**config.mk**
```make
export PLATFORM = sky130hd
export DESIGN_NAME = slp_top
export DESIGN_NICKNAME = d
export VERILOG_FILES = /design/src/slp_pkg.sv /design/src/slp_pol_if.sv /design/src/slp_led_driver.sv /design/src/slp_strap_capture.sv /design/src/slp_top.sv
export VERILOG_INCLUDE_DIRS = /design/src /design/src/src
export SDC_FILE = /design/constraint.sdc
export NUM_CORES = 1
export LEC_CHECK = 0
export BUFFER_PORTS_ARGS = -buffer_cell sky130_fd_sc_hd__clkbuf_2
export CAP_MARGIN = 20
export CORE_MARGIN = 2
export CORE_UTILIZATION = 35
export DETAILED_ROUTE_END_ITERATION = 6
export PLACE_DENSITY = 0.68
export SETUP_SLACK_MARGIN = 0.1
export SYNTH_ARGS = -nofsm -noshare
export SYNTH_HDL_FRONTEND = slang
export SYNTH_SLANG_ARGS = --single-unit
```
**constraint.sdc**
```tcl
create_clock -name clk -period 5.5 [get_ports clk]
set_clock_uncertainty 0.2 [all_clocks]
set_input_delay 0 -clock clk [delete_from_list [all_inputs] [get_ports clk]]
set_output_delay 0 -clock clk [all_outputs]
set_load 0.005 [all_outputs]
```
**src/slp_defines.svh**
```systemverilog
`ifndef SLP_DEFINES_SVH
`define SLP_DEFINES_SVH

`define SLP_NSTRAP       10
`define SLP_NLED         16
`define SLP_STRAP_DFLT   10'h30A
`define SLP_SETTLE_NS    200
`define SLP_CLK_MHZ      25
`define SLP_SETTLE_CYC   ((`SLP_SETTLE_NS * `SLP_CLK_MHZ + 999) / 1000)

`define SLP_ADR_CTRL     8'h00
`define SLP_ADR_STRAP    8'h04
`define SLP_ADR_STATUS   8'h08
`define SLP_ADR_LEDS     8'h0C

`define SLP_CTRL_SERIAL  0
`define SLP_ST_DONE      0

`define SLP_BIT_SKIPMEM  1
`define SLP_BIT_MGMTVOL  2
`define SLP_BIT_CLKF1    3
`define SLP_BIT_WAN      4
`define SLP_BIT_MGMTMODE 6
`define SLP_BIT_CPUEE    8
`define SLP_BIT_HWFWD    9

`endif

```
**src/slp_pkg.sv**
```systemverilog
package slp_pkg;
	typedef enum logic [2:0] {
		SLP_SAMPLE = 3'h1,
		SLP_SETTLE = 3'h2,
		SLP_RUN    = 3'h4
	} slp_state_t;
endpackage

```
**src/slp_pol_if.sv**
```systemverilog
`include "slp_defines.svh"

interface slp_pol_if;
	logic [`SLP_NLED-1:0] polarity;
	logic                 serial_mode;
	logic                 drive_en;

	modport src (output polarity, output serial_mode, output drive_en);
	modport dst (input polarity, input serial_mode, input drive_en);
endinterface

```
**src/slp_led_driver.sv**
```systemverilog
`include "slp_defines.svh"

module slp_led_driver (
	input  wire logic                 clk,
	input  wire logic                 rst,
	slp_pol_if.dst                    pol,
	input  wire logic [`SLP_NLED-1:0] led_status,
	output logic      [`SLP_NLED-1:0] led_out,
	output logic      [`SLP_NLED-1:0] led_oe
);
	logic [`SLP_NLED-1:0] next_out;
	logic [`SLP_NLED-1:0] next_oe;

	genvar g;
	generate
		for (g = 0; g < `SLP_NLED; g++) begin : g_led
			always_comb begin
				// serial mode forces active low everywhere
				if (pol.serial_mode) begin
					next_out[g] = ~led_status[g];
				end else begin
					next_out[g] = pol.polarity[g] ? led_status[g]
						: ~led_status[g];
				end
				next_oe[g] = pol.drive_en;
			end
		end
	endgenerate

	always_ff @(posedge clk) begin
		if (rst) begin
			led_out <= '0;
			led_oe  <= '0;
		end else begin
			led_out <= next_out;
			led_oe  <= next_oe;
		end
	end

	property p_no_drive_early;
		@(posedge clk) disable iff (rst)
		!$past(pol.drive_en) |-> (led_oe == '0);
	endproperty
	a_no_drive_early: assert property (p_no_drive_early)
		else $error("led driven during reset sequence");

	property p_polarity;
		@(posedge clk) disable iff (rst)
		($past(pol.drive_en) && !$past(pol.serial_mode)) |->
			(led_out == ~($past(pol.polarity) ^ $past(led_status)));
	endproperty
	a_polarity: assert property (p_polarity)
		else $error("parallel led polarity wrong");

	property p_serial_low;
		@(posedge clk) disable iff (rst)
		$past(pol.serial_mode) |-> (led_out == ~$past(led_status));
	endproperty
	a_serial_low: assert property (p_serial_low)
		else $error("serial mode not active low");
endmodule

```
**src/slp_strap_capture.sv**
```systemverilog
`include "slp_defines.svh"

module slp_strap_capture (
	input  wire logic                   clk,
	input  wire logic                   rst,
	input  wire logic [`SLP_NSTRAP-1:0] pin_in,
	output logic      [`SLP_NSTRAP-1:0] strap,
	output logic                        done
);
	localparam int CYC = `SLP_SETTLE_CYC;

	slp_pkg::slp_state_t          state;
	slp_pkg::slp_state_t          next_state;
	logic [7:0]                   cnt;
	logic [7:0]                   next_cnt;
	logic [`SLP_NSTRAP-1:0]       next_strap;

	always_comb begin
		next_state = state;
		next_cnt   = cnt;
		next_strap = strap;
		case (state)
			slp_pkg::SLP_SAMPLE: begin
				// keeps sampling while pins are still inputs
				next_strap = pin_in;
				next_state = slp_pkg::SLP_SETTLE;
				next_cnt   = 8'h00;
			end
			slp_pkg::SLP_SETTLE: begin
				// pins stay undriven so straps are not fought
				next_strap = pin_in;
				if (cnt == 8'(CYC - 1)) begin
					next_state = slp_pkg::SLP_RUN;
				end else begin
					next_cnt = cnt + 8'h01;
				end
			end
			slp_pkg::SLP_RUN: begin
				next_strap = strap;
			end
			default: begin
				next_state = slp_pkg::SLP_SAMPLE;
			end
		endcase
	end

	always_ff @(posedge clk) begin
		if (rst) begin
			state <= slp_pkg::SLP_SAMPLE;
			cnt   <= 8'h00;
			strap <= `SLP_STRAP_DFLT;
			done  <= 1'b0;
		end else begin
			state <= next_state;
			cnt   <= next_cnt;
			strap <= next_strap;
			done  <= (next_state == slp_pkg::SLP_RUN);
		end
	end

	property p_strap_hold;
		@(posedge clk) disable iff (rst)
		(done && $past(done)) |-> $stable(strap);
	endproperty
	a_strap_hold: assert property (p_strap_hold)
		else $error("strap changed after capture");

	property p_settle_len;
		@(posedge clk) disable iff (rst)
		$rose(done) |-> $past(state == slp_pkg::SLP_SETTLE);
	endproperty
	a_settle_len: assert property (p_settle_len)
		else $error("done rose without settle");
endmodule

```
**src/slp_top.sv**
```systemverilog
`include "slp_defines.svh"

module slp_top (
	input  wire logic                 clk,
	input  wire logic                 rst,
	input  wire logic [`SLP_NLED-1:0] led_in,
	output logic      [`SLP_NLED-1:0] led_out,
	output logic      [`SLP_NLED-1:0] led_oe,
	output logic                      skip_memory_selftest,
	output logic                      mgmt_port_voltage_select,
	output logic                      clock_freq_select_bit1,
	output logic                      wan_port_mode,
	output logic                      mgmt_port_mode,
	output logic                      cpu_eeprom_select,
	output logic                      hw_forwarding_enable,
	input  wire logic                 wb_cyc_i,
	input  wire logic                 wb_stb_i,
	input  wire logic                 wb_we_i,
	input  wire logic [7:0]           wb_adr_i,
	input  wire logic [3:0]           wb_sel_i,
	input  wire logic [31:0]          wb_dat_i,
	output logic      [31:0]          wb_dat_o,
	output logic                      wb_ack_o
);
	logic [`SLP_NSTRAP-1:0] strap;
	logic                   done;
	logic                   serial_mode;
	logic                   next_serial;
	logic [`SLP_NLED-1:0]   led_status;
	logic [`SLP_NLED-1:0]   next_status;
	logic [31:0]            next_dat;
	logic                   next_ack;
	logic [6:0]             next_cfg;
	logic                   req;
	logic                   wr;
	// reset image of the straps, so checks can pick single bits
	localparam logic [`SLP_NSTRAP-1:0] DFLT = `SLP_STRAP_DFLT;

	slp_pol_if pol ();

	slp_strap_capture u_cap (
		.clk    (clk),
		.rst    (rst),
		.pin_in (led_in[`SLP_NSTRAP-1:0]),
		.strap  (strap),
		.done   (done)
	);

	// upper pins carry no strap, so their polarity is fixed low
	assign pol.polarity    = {{(`SLP_NLED-`SLP_NSTRAP){1'b0}}, strap};
	assign pol.serial_mode = serial_mode;
	assign pol.drive_en    = done;

	slp_led_driver u_drv (
		.clk        (clk),
		.rst        (rst),
		.pol        (pol),
		.led_status (led_status),
		.led_out    (led_out),
		.led_oe     (led_oe)
	);

	assign req = wb_cyc_i && wb_stb_i && !wb_ack_o;
	// writes land at the edge the master samples ack, not one early
	assign wr  = wb_cyc_i && wb_stb_i && wb_ack_o && wb_we_i;

	always_comb begin
		next_serial = serial_mode;
		next_status = led_status;
		next_dat    = 32'h0000_0000;
		next_ack    = req;
		if (wr) begin
			case (wb_adr_i)
				`SLP_ADR_CTRL: begin
					if (wb_sel_i[0]) begin
						next_serial = wb_dat_i[`SLP_CTRL_SERIAL];
					end
				end
				`SLP_ADR_LEDS: begin
					if (wb_sel_i[0]) begin
						next_status[7:0] = wb_dat_i[7:0];
					end
					if (wb_sel_i[1]) begin
						next_status[15:8] = wb_dat_i[15:8];
					end
				end
				default: begin
					next_status = led_status;
				end
			endcase
		end else if (req && !wb_we_i) begin
			case (wb_adr_i)
				`SLP_ADR_CTRL: begin
					next_dat[`SLP_CTRL_SERIAL] = serial_mode;
				end
				`SLP_ADR_STRAP: begin
					next_dat[`SLP_NSTRAP-1:0] = strap;
				end
				`SLP_ADR_STATUS: begin
					next_dat[`SLP_ST_DONE] = done;
				end
				`SLP_ADR_LEDS: begin
					next_dat[`SLP_NLED-1:0] = led_status;
				end
				default: begin
					next_dat = 32'h0000_0000;
				end
			endcase
		end
	end

	// options read the live capture until done, then it freezes
	always_comb begin
		next_cfg = {strap[`SLP_BIT_HWFWD], strap[`SLP_BIT_CPUEE],
			strap[`SLP_BIT_MGMTMODE], strap[`SLP_BIT_WAN],
			strap[`SLP_BIT_CLKF1], strap[`SLP_BIT_MGMTVOL],
			strap[`SLP_BIT_SKIPMEM]};
	end

	always_ff @(posedge clk) begin
		if (rst) begin
			serial_mode              <= 1'b0;
			led_status               <= 16'h0000;
			wb_dat_o                 <= 32'h0000_0000;
			wb_ack_o                 <= 1'b0;
			skip_memory_selftest     <= 1'b1;
			mgmt_port_voltage_select <= 1'b0;
			clock_freq_select_bit1   <= 1'b1;
			wan_port_mode            <= 1'b0;
			mgmt_port_mode           <= 1'b0;
			cpu_eeprom_select        <= 1'b1;
			hw_forwarding_enable     <= 1'b1;
		end else begin
			serial_mode              <= next_serial;
			led_status               <= next_status;
			wb_dat_o                 <= next_dat;
			wb_ack_o                 <= next_ack;
			skip_memory_selftest     <= next_cfg[0];
			mgmt_port_voltage_select <= next_cfg[1];
			clock_freq_select_bit1   <= next_cfg[2];
			wan_port_mode            <= next_cfg[3];
			mgmt_port_mode           <= next_cfg[4];
			cpu_eeprom_select        <= next_cfg[5];
			hw_forwarding_enable     <= next_cfg[6];
		end
	end

	property p_cfg_follows;
		@(posedge clk) disable iff (rst)
		$past(done) |-> (hw_forwarding_enable == strap[`SLP_BIT_HWFWD]);
	endproperty
	a_cfg_follows: assert property (p_cfg_follows)
		else $error("option does not follow strap");

	property p_high_pins_low;
		@(posedge clk) disable iff (rst)
		(led_oe[15] && !$past(serial_mode)) |->
			(led_out[15:10] == ~$past(led_status[15:10]));
	endproperty
	a_high_pins_low: assert property (p_high_pins_low)
		else $error("upper led pins not active low");

	property p_ack_one;
		@(posedge clk) disable iff (rst)
		wb_ack_o |=> !wb_ack_o;
	endproperty
	a_ack_one: assert property (p_ack_one)
		else $error("ack held longer than one cycle");

	property p_low_idle;
		@(posedge clk) disable iff (rst)
		(led_oe[0] && !$past(strap[0]) && !$past(led_status[0]))
			|-> led_out[0];
	endproperty
	a_low_idle: assert property (p_low_idle)
		else $error("low strap led not idle high");

	property p_ack_next;
		@(posedge clk) disable iff (rst)
		req |=> wb_ack_o;
	endproperty
	a_ack_next: assert property (p_ack_next)
		else $error("request not acknowledged next cycle");

	property p_ack_quiet;
		@(posedge clk) disable iff (rst)
		!req |=> !wb_ack_o;
	endproperty
	a_ack_quiet: assert property (p_ack_quiet)
		else $error("ack without request");

	property p_dat_quiet;
		@(posedge clk) disable iff (rst)
		!wb_ack_o |-> (wb_dat_o == 32'h0000_0000);
	endproperty
	a_dat_quiet: assert property (p_dat_quiet)
		else $error("read data outside ack");

	property p_rd_strap;
		@(posedge clk) disable iff (rst)
		(req && !wb_we_i && wb_adr_i == `SLP_ADR_STRAP) |=>
			(wb_dat_o == {22'h0, $past(strap)});
	endproperty
	a_rd_strap: assert property (p_rd_strap)
		else $error("strap readback wrong");

	property p_rd_status;
		@(posedge clk) disable iff (rst)
		(req && !wb_we_i && wb_adr_i == `SLP_ADR_STATUS) |=>
			(wb_dat_o == {31'h0, $past(done)});
	endproperty
	a_rd_status: assert property (p_rd_status)
		else $error("status readback wrong");

	property p_rd_ctrl;
		@(posedge clk) disable iff (rst)
		(req && !wb_we_i && wb_adr_i == `SLP_ADR_CTRL) |=>
			(wb_dat_o == {31'h0, $past(serial_mode)});
	endproperty
	a_rd_ctrl: assert property (p_rd_ctrl)
		else $error("control readback wrong");

	property p_rd_leds;
		@(posedge clk) disable iff (rst)
		(req && !wb_we_i && wb_adr_i == `SLP_ADR_LEDS) |=>
			(wb_dat_o == {16'h0, $past(led_status)});
	endproperty
	a_rd_leds: assert property (p_rd_leds)
		else $error("led status readback wrong");

	property p_rd_other;
		@(posedge clk) disable iff (rst)
		(req && !wb_we_i && !(wb_adr_i inside {`SLP_ADR_CTRL,
			`SLP_ADR_STRAP, `SLP_ADR_STATUS, `SLP_ADR_LEDS})) |=>
			(wb_dat_o == 32'h0000_0000);
	endproperty
	a_rd_other: assert property (p_rd_other)
		else $error("unmapped read not zero");

	property p_led_write;
		@(posedge clk) disable iff (rst)
		(wr && wb_adr_i == `SLP_ADR_LEDS && wb_sel_i[1:0] == 2'h3) |=>
			(led_status == $past(wb_dat_i[15:0]));
	endproperty
	a_led_write: assert property (p_led_write)
		else $error("led status write lost");

	property p_led_hold;
		@(posedge clk) disable iff (rst)
		!(wr && wb_adr_i == `SLP_ADR_LEDS) |=> $stable(led_status);
	endproperty
	a_led_hold: assert property (p_led_hold)
		else $error("led status changed without write");

	property p_serial_write;
		@(posedge clk) disable iff (rst)
		(wr && wb_adr_i == `SLP_ADR_CTRL && wb_sel_i[0]) |=>
			(serial_mode == $past(wb_dat_i[`SLP_CTRL_SERIAL]));
	endproperty
	a_serial_write: assert property (p_serial_write)
		else $error("serial mode write lost");

	property p_serial_hold;
		@(posedge clk) disable iff (rst)
		!(wr && wb_adr_i == `SLP_ADR_CTRL) |=> $stable(serial_mode);
	endproperty
	a_serial_hold: assert property (p_serial_hold)
		else $error("serial mode changed without write");

	property p_oe_done;
		@(posedge clk) disable iff (rst)
		(led_oe == {`SLP_NLED{$past(done)}});
	endproperty
	a_oe_done: assert property (p_oe_done)
		else $error("led drive not tied to capture done");

	property p_opts_match;
		@(posedge clk) disable iff (rst)
		$past(done) |-> ({skip_memory_selftest, mgmt_port_voltage_select,
			clock_freq_select_bit1, wan_port_mode, mgmt_port_mode,
			cpu_eeprom_select} == {strap[`SLP_BIT_SKIPMEM],
			strap[`SLP_BIT_MGMTVOL], strap[`SLP_BIT_CLKF1],
			strap[`SLP_BIT_WAN], strap[`SLP_BIT_MGMTMODE],
			strap[`SLP_BIT_CPUEE]});
	endproperty
	a_opts_match: assert property (p_opts_match)
		else $error("option outputs do not follow straps");

	// options trail the capture by one edge, so wait two
	property p_opts_frozen;
		@(posedge clk) disable iff (rst)
		(done && $past(done, 2)) |-> $stable({skip_memory_selftest,
			mgmt_port_voltage_select, clock_freq_select_bit1,
			wan_port_mode, mgmt_port_mode, cpu_eeprom_select,
			hw_forwarding_enable});
	endproperty
	a_opts_frozen: assert property (p_opts_frozen)
		else $error("option changed after capture");

	property p_dflt_after_rst;
		@(posedge clk) disable iff (rst)
		$past(rst) |-> ((strap == DFLT) && ({skip_memory_selftest,
			mgmt_port_voltage_select, clock_freq_select_bit1,
			wan_port_mode, mgmt_port_mode, cpu_eeprom_select,
			hw_forwarding_enable} == {DFLT[`SLP_BIT_SKIPMEM],
			DFLT[`SLP_BIT_MGMTVOL], DFLT[`SLP_BIT_CLKF1],
			DFLT[`SLP_BIT_WAN], DFLT[`SLP_BIT_MGMTMODE],
			DFLT[`SLP_BIT_CPUEE], DFLT[`SLP_BIT_HWFWD]}));
	endproperty
	a_dflt_after_rst: assert property (p_dflt_after_rst)
		else $error("reset defaults wrong");

	c_done: cover property (@(posedge clk) $rose(done));
	c_serial: cover property (@(posedge clk) serial_mode && led_oe[0]);
	c_strap_hi: cover property (@(posedge clk) done && strap[0]);
	c_bus_write: cover property (@(posedge clk) wr);
	c_unfitted: cover property (@(posedge clk) done && strap == DFLT);
endmodule

```
# Word level (Yosys, flattened, before mapping)
# Cells that the tools add are included.
dict set report op_classes {
  eq_ne 9
  bitwise_logic 18
  mux 26
  add_sub_neg 1
  reduce_logical 17
}
# cell n
set ops {}
lappend ops {{$mux 1} 20}
lappend ops {{$not 1->1} 18}
lappend ops {{$pmux 9 s2} 1}
lappend ops {{$eq 8x3->1 const B} 2}
lappend ops {{$eq 8x4->1 const B} 2}
lappend ops {{$pmux 8 s2} 1}
lappend ops {{$pmux 3 s3} 1}
lappend ops {{$reduce_and 3->1} 3}
lappend ops {{$add 8x1->8 const B} 1}
lappend ops {{$logic_not 8->1} 1}
lappend ops {{$mux 8} 1}
lappend ops {{$eq 3x3->1 const B} 2}
lappend ops {{$logic_and 1x1->1} 5}
lappend ops {{$pmux 1 s4} 1}
lappend ops {{$reduce_or 2->1} 2}
lappend ops {{$reduce_or 4->1} 1}
lappend ops {{$eq 3x1->1 const B} 1}
lappend ops {{$eq 3x2->1 const B} 1}
lappend ops {{$mux 3} 1}
lappend ops {{$reduce_or 3->1} 1}
lappend ops {{$logic_not 1->1} 2}
lappend ops {{$ne 2x2->1 const B} 1}
lappend ops {{$reduce_and 2->1} 1}
lappend ops {{$reduce_bool 2->1} 1}
dict set report totals {
  register_bits 96
  output_inout_bits 72
  input_bits 65
  word_cells 91
}

# Depth between registers and ports, before layout
dict set report logic_depth {
  word_depth 5
  mapped_depth 6
  ltp_nobuf 6
}

# Hierarchy
# From an unflattened synthesis, not the netlist that was laid out.
dict set report unflattened {
  cells_unflattened 387
  area_unflattened_um2 3747.3
}
# mod seq_area_each_um2 cells_per_inst instances area_each_um2
set by_module_without_submodules {}
lappend by_module_without_submodules {slp_top 820.8 169 1 1838.0}
lappend by_module_without_submodules {slp_strap_capture 440.4 117 1 982.2}
lappend by_module_without_submodules {slp_led_driver 340.3 101 1 927.1}

# Worst setup path after synthesis
# Ideal clock, no wire load.
dict set report synth_timing {
  path_type {reg2reg}
  startpoint {register u_cap.cnt[0]}
  endpoint {register u_cap.done}
  t_required_ps 5214
  setup_ps 86
  period_less_slack_ps 1832
  path_stages_with_launch 7
  setup_slack_ps 3668
  arrival_time_ps 1547
  n_path_buf 0
  cell_sequence {dfxtp_1 inv_1 ha_1 or4b_4 nor4b_4 nand3_2 a211oi_1}
}
dict set report synth_via {
  elab_chain_len 4
}
# item line_no
set synth_rtl {}
lappend synth_rtl {{from (decl)} slp_strap_capture.sv:14} ;# logic [7:0] cnt;
lappend synth_rtl {{from (signal assigned)} slp_strap_capture.sv:55} ;# cnt <= next_cnt;
lappend synth_rtl {{$eq 8x3->1} slp_strap_capture.sv:32} ;# if (cnt == 8'(CYC - 1)) begin
lappend synth_rtl {{$mux 3} slp_strap_capture.sv:32}
lappend synth_rtl {{$pmux 3 s3} slp_strap_capture.sv:22} ;# case (state)
lappend synth_rtl {{$eq 3x3->1} slp_strap_capture.sv:57} ;# done <= (next_state == slp_pkg::SLP_RUN);
lappend synth_rtl {{to (signal assigned)} slp_strap_capture.sv:57}
lappend synth_rtl {{to (decl)} slp_strap_capture.sv:8} ;# output logic done
# No other way between the ends.
# A chain may end at the register's enable or synchronous reset.

# Worst setup path after layout
dict set report layout_timing {
  startpoint {register wb_ack_o}
  endpoint {register wb_dat_o[0]}
}
dict set report layout_via {
  elab_chain_len 5
  word_cells_on_any_way 7
  classes_between {bitwise: 1; reduce/logical: 6}
}
# item line_no
set layout_rtl {}
lappend layout_rtl {{from (decl)} slp_top.sv:23} ;# output logic wb_ack_o
lappend layout_rtl {{from (signal assigned)} slp_top.sv:137} ;# wb_ack_o <= next_ack;
lappend layout_rtl {{$logic_not 1->1} slp_top.sv:63} ;# assign req = wb_cyc_i && wb_stb_i && !wb_ack_o;
lappend layout_rtl {{$logic_and 1x1->1} slp_top.sv:63}
lappend layout_rtl {{$logic_and 1x1->1} slp_top.sv:91} ;# end else if (req && !wb_we_i) begin
lappend layout_rtl {{$not 1->1 (no line)} n/a}
lappend layout_rtl {{$reduce_or 3->1 (no line) *} n/a}
lappend layout_rtl {{to (signal assigned)} slp_top.sv:136} ;# wb_dat_o <= next_dat;
lappend layout_rtl {{to (decl)} slp_top.sv:22} ;# output logic [31:0] wb_dat_o,
# Every way passes the cells marked *; elsewhere a longest branch is shown, timed or not.

==> summary.txt <==
Run status
  • Status: finished, final reports clean

Final layout
  • Leading cell types in the layout, fill and taps excluded: clkbuf_2, dfxtp_1, nor2_1, dlygate4sd3_1, nand2_1
  • Commonest non-fill, non-tap cell in the layout: clkbuf_2
  • # diodes: 0
  • # nets final: 499
  • Register Area: 1600 um2
  • Area of the multi-input gates: 1330 um2
  • Number of fill cells: 832
  • Layout cells sized above 1: 0.295
  • Layout overhead on the synthesized area: 29.8%

Yosys
  • YS warnings: 0
  • Post-synthesis sequential area ratio: 0.501
  • Async SR Flop Fraction: 0
  • Largest cells by area after synthesis: dfxtp_1, buf_4, mux2i_1
  • Ys flop type: dfxtp_1
  • Yosys reg bits: 80
  • Count of cell types in the netlist: 45
  • Share of the synthesized area in the top cell type: 0.501
  • Cell count after synthesis: 319
  • Largest area contributor in the netlist: dfxtp_1
  • Post-Syn Area: 3200 um2
  • Syn avg cell area: 10.0 um2
  • Post-synth EDFFs: 0

Worst setup path
  • Cell repeated most along the worst path: dlygate4sd3_1
  • WP data arrival: 2400 ps
  • Critical-path top delay cell: dlygate4sd3_1
  • CP Cell Sequence: and4bb_2 -> nand4b_1 -> dlygate4sd3_1 -> nor2b_1 -> dlygate4sd3_1
  • Reg2Reg Setup Slack: 3200 ps
  • Worst-path fanout max: 3
  • Slowest cell delay on critical path: 610 ps
  • Critical path class: reg -> reg
  • Setup crit end kind: flop
  • CP Data Required Time: 5600 ps
  • Startpoint Class: flop

Drt
  • Initial DRC Count: 80
  • DRC Markers: 0
  • WL per Instance: 12.0 um
  • DR pass1 iterations: 4
  • Final wirelength: 6510 um
  • Antenna viol nets, final: 0
  • Vias/cell: 4.46
  • Vias: 2432

STA
  • Fin crit period: 2300 ps
  • Period utilization: 0.418
  • Slew margin rel.: 0.294
  • RSZ-0062 raised after global routing: no
  • Hold slack: 22.6 ps
  • Final setup margin: 3200 ps
  • Max frequency: 435 MHz
  • Hold Violations, Final: 0
  • Setup TNS Final: 0 ps
  • Worst-Margin Slew: 1060 ps
  • Final setup viols: 0
  • Max Slew Vio Count: 0

Power and ir drop
  • Power Density: 336 nW/um2
  • PnR Total Power: 1.40 mW
  • Worst ir drop on vdd: 0.114 mV
  • Static Leakage: 1.95 nW

Place
  • Post-DP HPWL: 4540 um
  • Pre-CTS WS: 3090 ps
  • RePlAce Congestion: 0.841
  • Number of buffers added on ports: 96

Floorplan
  • Initial Util: 0.363
  • IO Pins: 137
  • Total core area: 8810 um2
  • Die H: 99.6 um
  • Die Width: 99.6 um
  • Placement row count: 34
  • Die area: 9920 um2

Clock network
  • Htree depth: 3
  • Skew-Pair Late Insertion Delay: 350 ps
  • Root Driver: clkbuf_8
  • TritonCTS Buffers: 9
  • Post-CTS Setup Repair Bufs: 0
  • Max clock buf depth: 2
  • Post-CTS Resized: 0
  • CTS tree: done
  • Reg clk slew, reported paths: 80 ps
  • Clock tree sinks: 80

GRT
  • Largest net degree at the start of global routing: 62
  • M2 GR Usage: 0.215
  • Vias in the first global route: 2238
  • Overall Global Routing Usage: 0.131
  • Initial antenna violation count: 0
  • GR Util met3: 0.0415
  • Global-route wire length before repair: 10200 um
  • GRT overflow: 0
  • Most Crowded Layer GR: met2
  • Met1 GRT Util: 0.160

Min path
  • Hold Path Class: in -> reg

Job
  • Max_cap viols: 0
logic make-up (layout without fill, tap and decap cells):
| kind of cell | Yosys count | in the layout | synth area share |
|---|---|---|---|
| AND/OR/NAND/NOR | 127 | 127 | 0.224 |
| flip-flops | 80 | 80 | 0.501 |
| buffers and inverters | 47 | 150 | 0.101 |
| AO/OA/AOI/OAI | 27 | 27 | 0.0587 |
| multiplexers | 19 | 19 | 0.0634 |
| XOR/XNOR | 16 | 16 | 0.0438 |
| adder cells (fa/ha/maj) | 2 | 2 | 0.00782 |
| other | 1 | 16 | 0.00117 |
routing by layer:
layer	part of all wire	up-vias
met5	0	-
met4	0.010	0
met3	0.061	8
met2	0.48	74
met1	0.45	1110
li1	-	1240
cell type report:
cell class	count	area share
multi-input combinational	207	0.320
tap	108	0.0325
timing repair buffer	130	0.197
clock buffer	10	0.0331
clock inverter	6	0.0277
inverter	4	0.00361
sequential	80	0.386
through the flow:
stage,instance area (um2),std cells,util
after floorplan,3260,334,-
after global placement,3570,496,0.406
after detailed placement,3570,496,0.406
after CTS,4150,545,0.472
after global routing,4150,545,0.472
final,4150,545,0.472
timing repair:
action	in CTS	in global routing
setup endpoints to repair	0	0
endpoints found under the hold margin	38	0
hold buffers	33	0
Yosys cell counts (2+ instances only):
| cell | number |
|---|---|
| nand2_1 | 26 |
| o211ai_1 | 3 |
| nand4_2 | 2 |
| dfxtp_1 | 80 |
| a21oi_1 | 9 |
| buf_4 | 33 |
| clkbuf_1 | 7 |
| o21ai_0 | 2 |
| xor2_1 | 2 |
| and2_1 | 6 |
| and3_1 | 2 |
| nand4_1 | 2 |
| ha_1 | 2 |
| a211oi_1 | 2 |
| nor2b_1 | 5 |
| buf_6 | 3 |
| nand4b_1 | 2 |
| or3_1 | 2 |
| nand3b_1 | 4 |
| mux2i_1 | 18 |
| or2_2 | 5 |
| inv_1 | 4 |
| xnor2_1 | 14 |
| or3_2 | 2 |
| nand2b_1 | 11 |
| nand3_1 | 2 |
| nor2_1 | 42 |
| nor3b_1 | 2 |
| a22o_1 | 9 |
state kept, by name (all words and copies together), names as in the netlist, 3 cells and up:
name / cells
led_status: 16
u_drv.led_out: 16
wb_dat_o: 16
u_cap.strap: 10
u_cap.cnt: 8
u_cap.state: 3
critical path: cells and delay by family, from the launching register on:
family	cells	cell delay [ps]
buffers and inverters	2	1150
AND/OR/NAND/NOR	3	580
flip-flops	1	320
path summary, 6_finish.rpt:
kind | startpoint | end | depth (start not counted)
min reg2reg | led_status[10]$_SDFFE_PP0P_ | u_drv.led_out[10]$_SDFF_PP0_ | 1
max reg2reg | wb_ack_o$_SDFF_PP0_ | wb_dat_o[0]$_SDFF_PP0_ | 5
max | wb_ack_o$_SDFF_PP0_ | wb_dat_o[0]$_SDFF_PP0_ | 5
min | rst | u_drv.led_out[14]$_SDFF_PP0_ | 3
power breakdown:
group,internal (mW),leakage [nW],total [mW],switching [mW]
logic,0.0975,1.17,0.206,0.109
clock network,0.316,0.123,0.528,0.212
registers,0.626,0.654,0.662,0.0364
total,1.04,1.95,1.40,0.357
No activity file was read; power rests on OpenSTA's default activity.
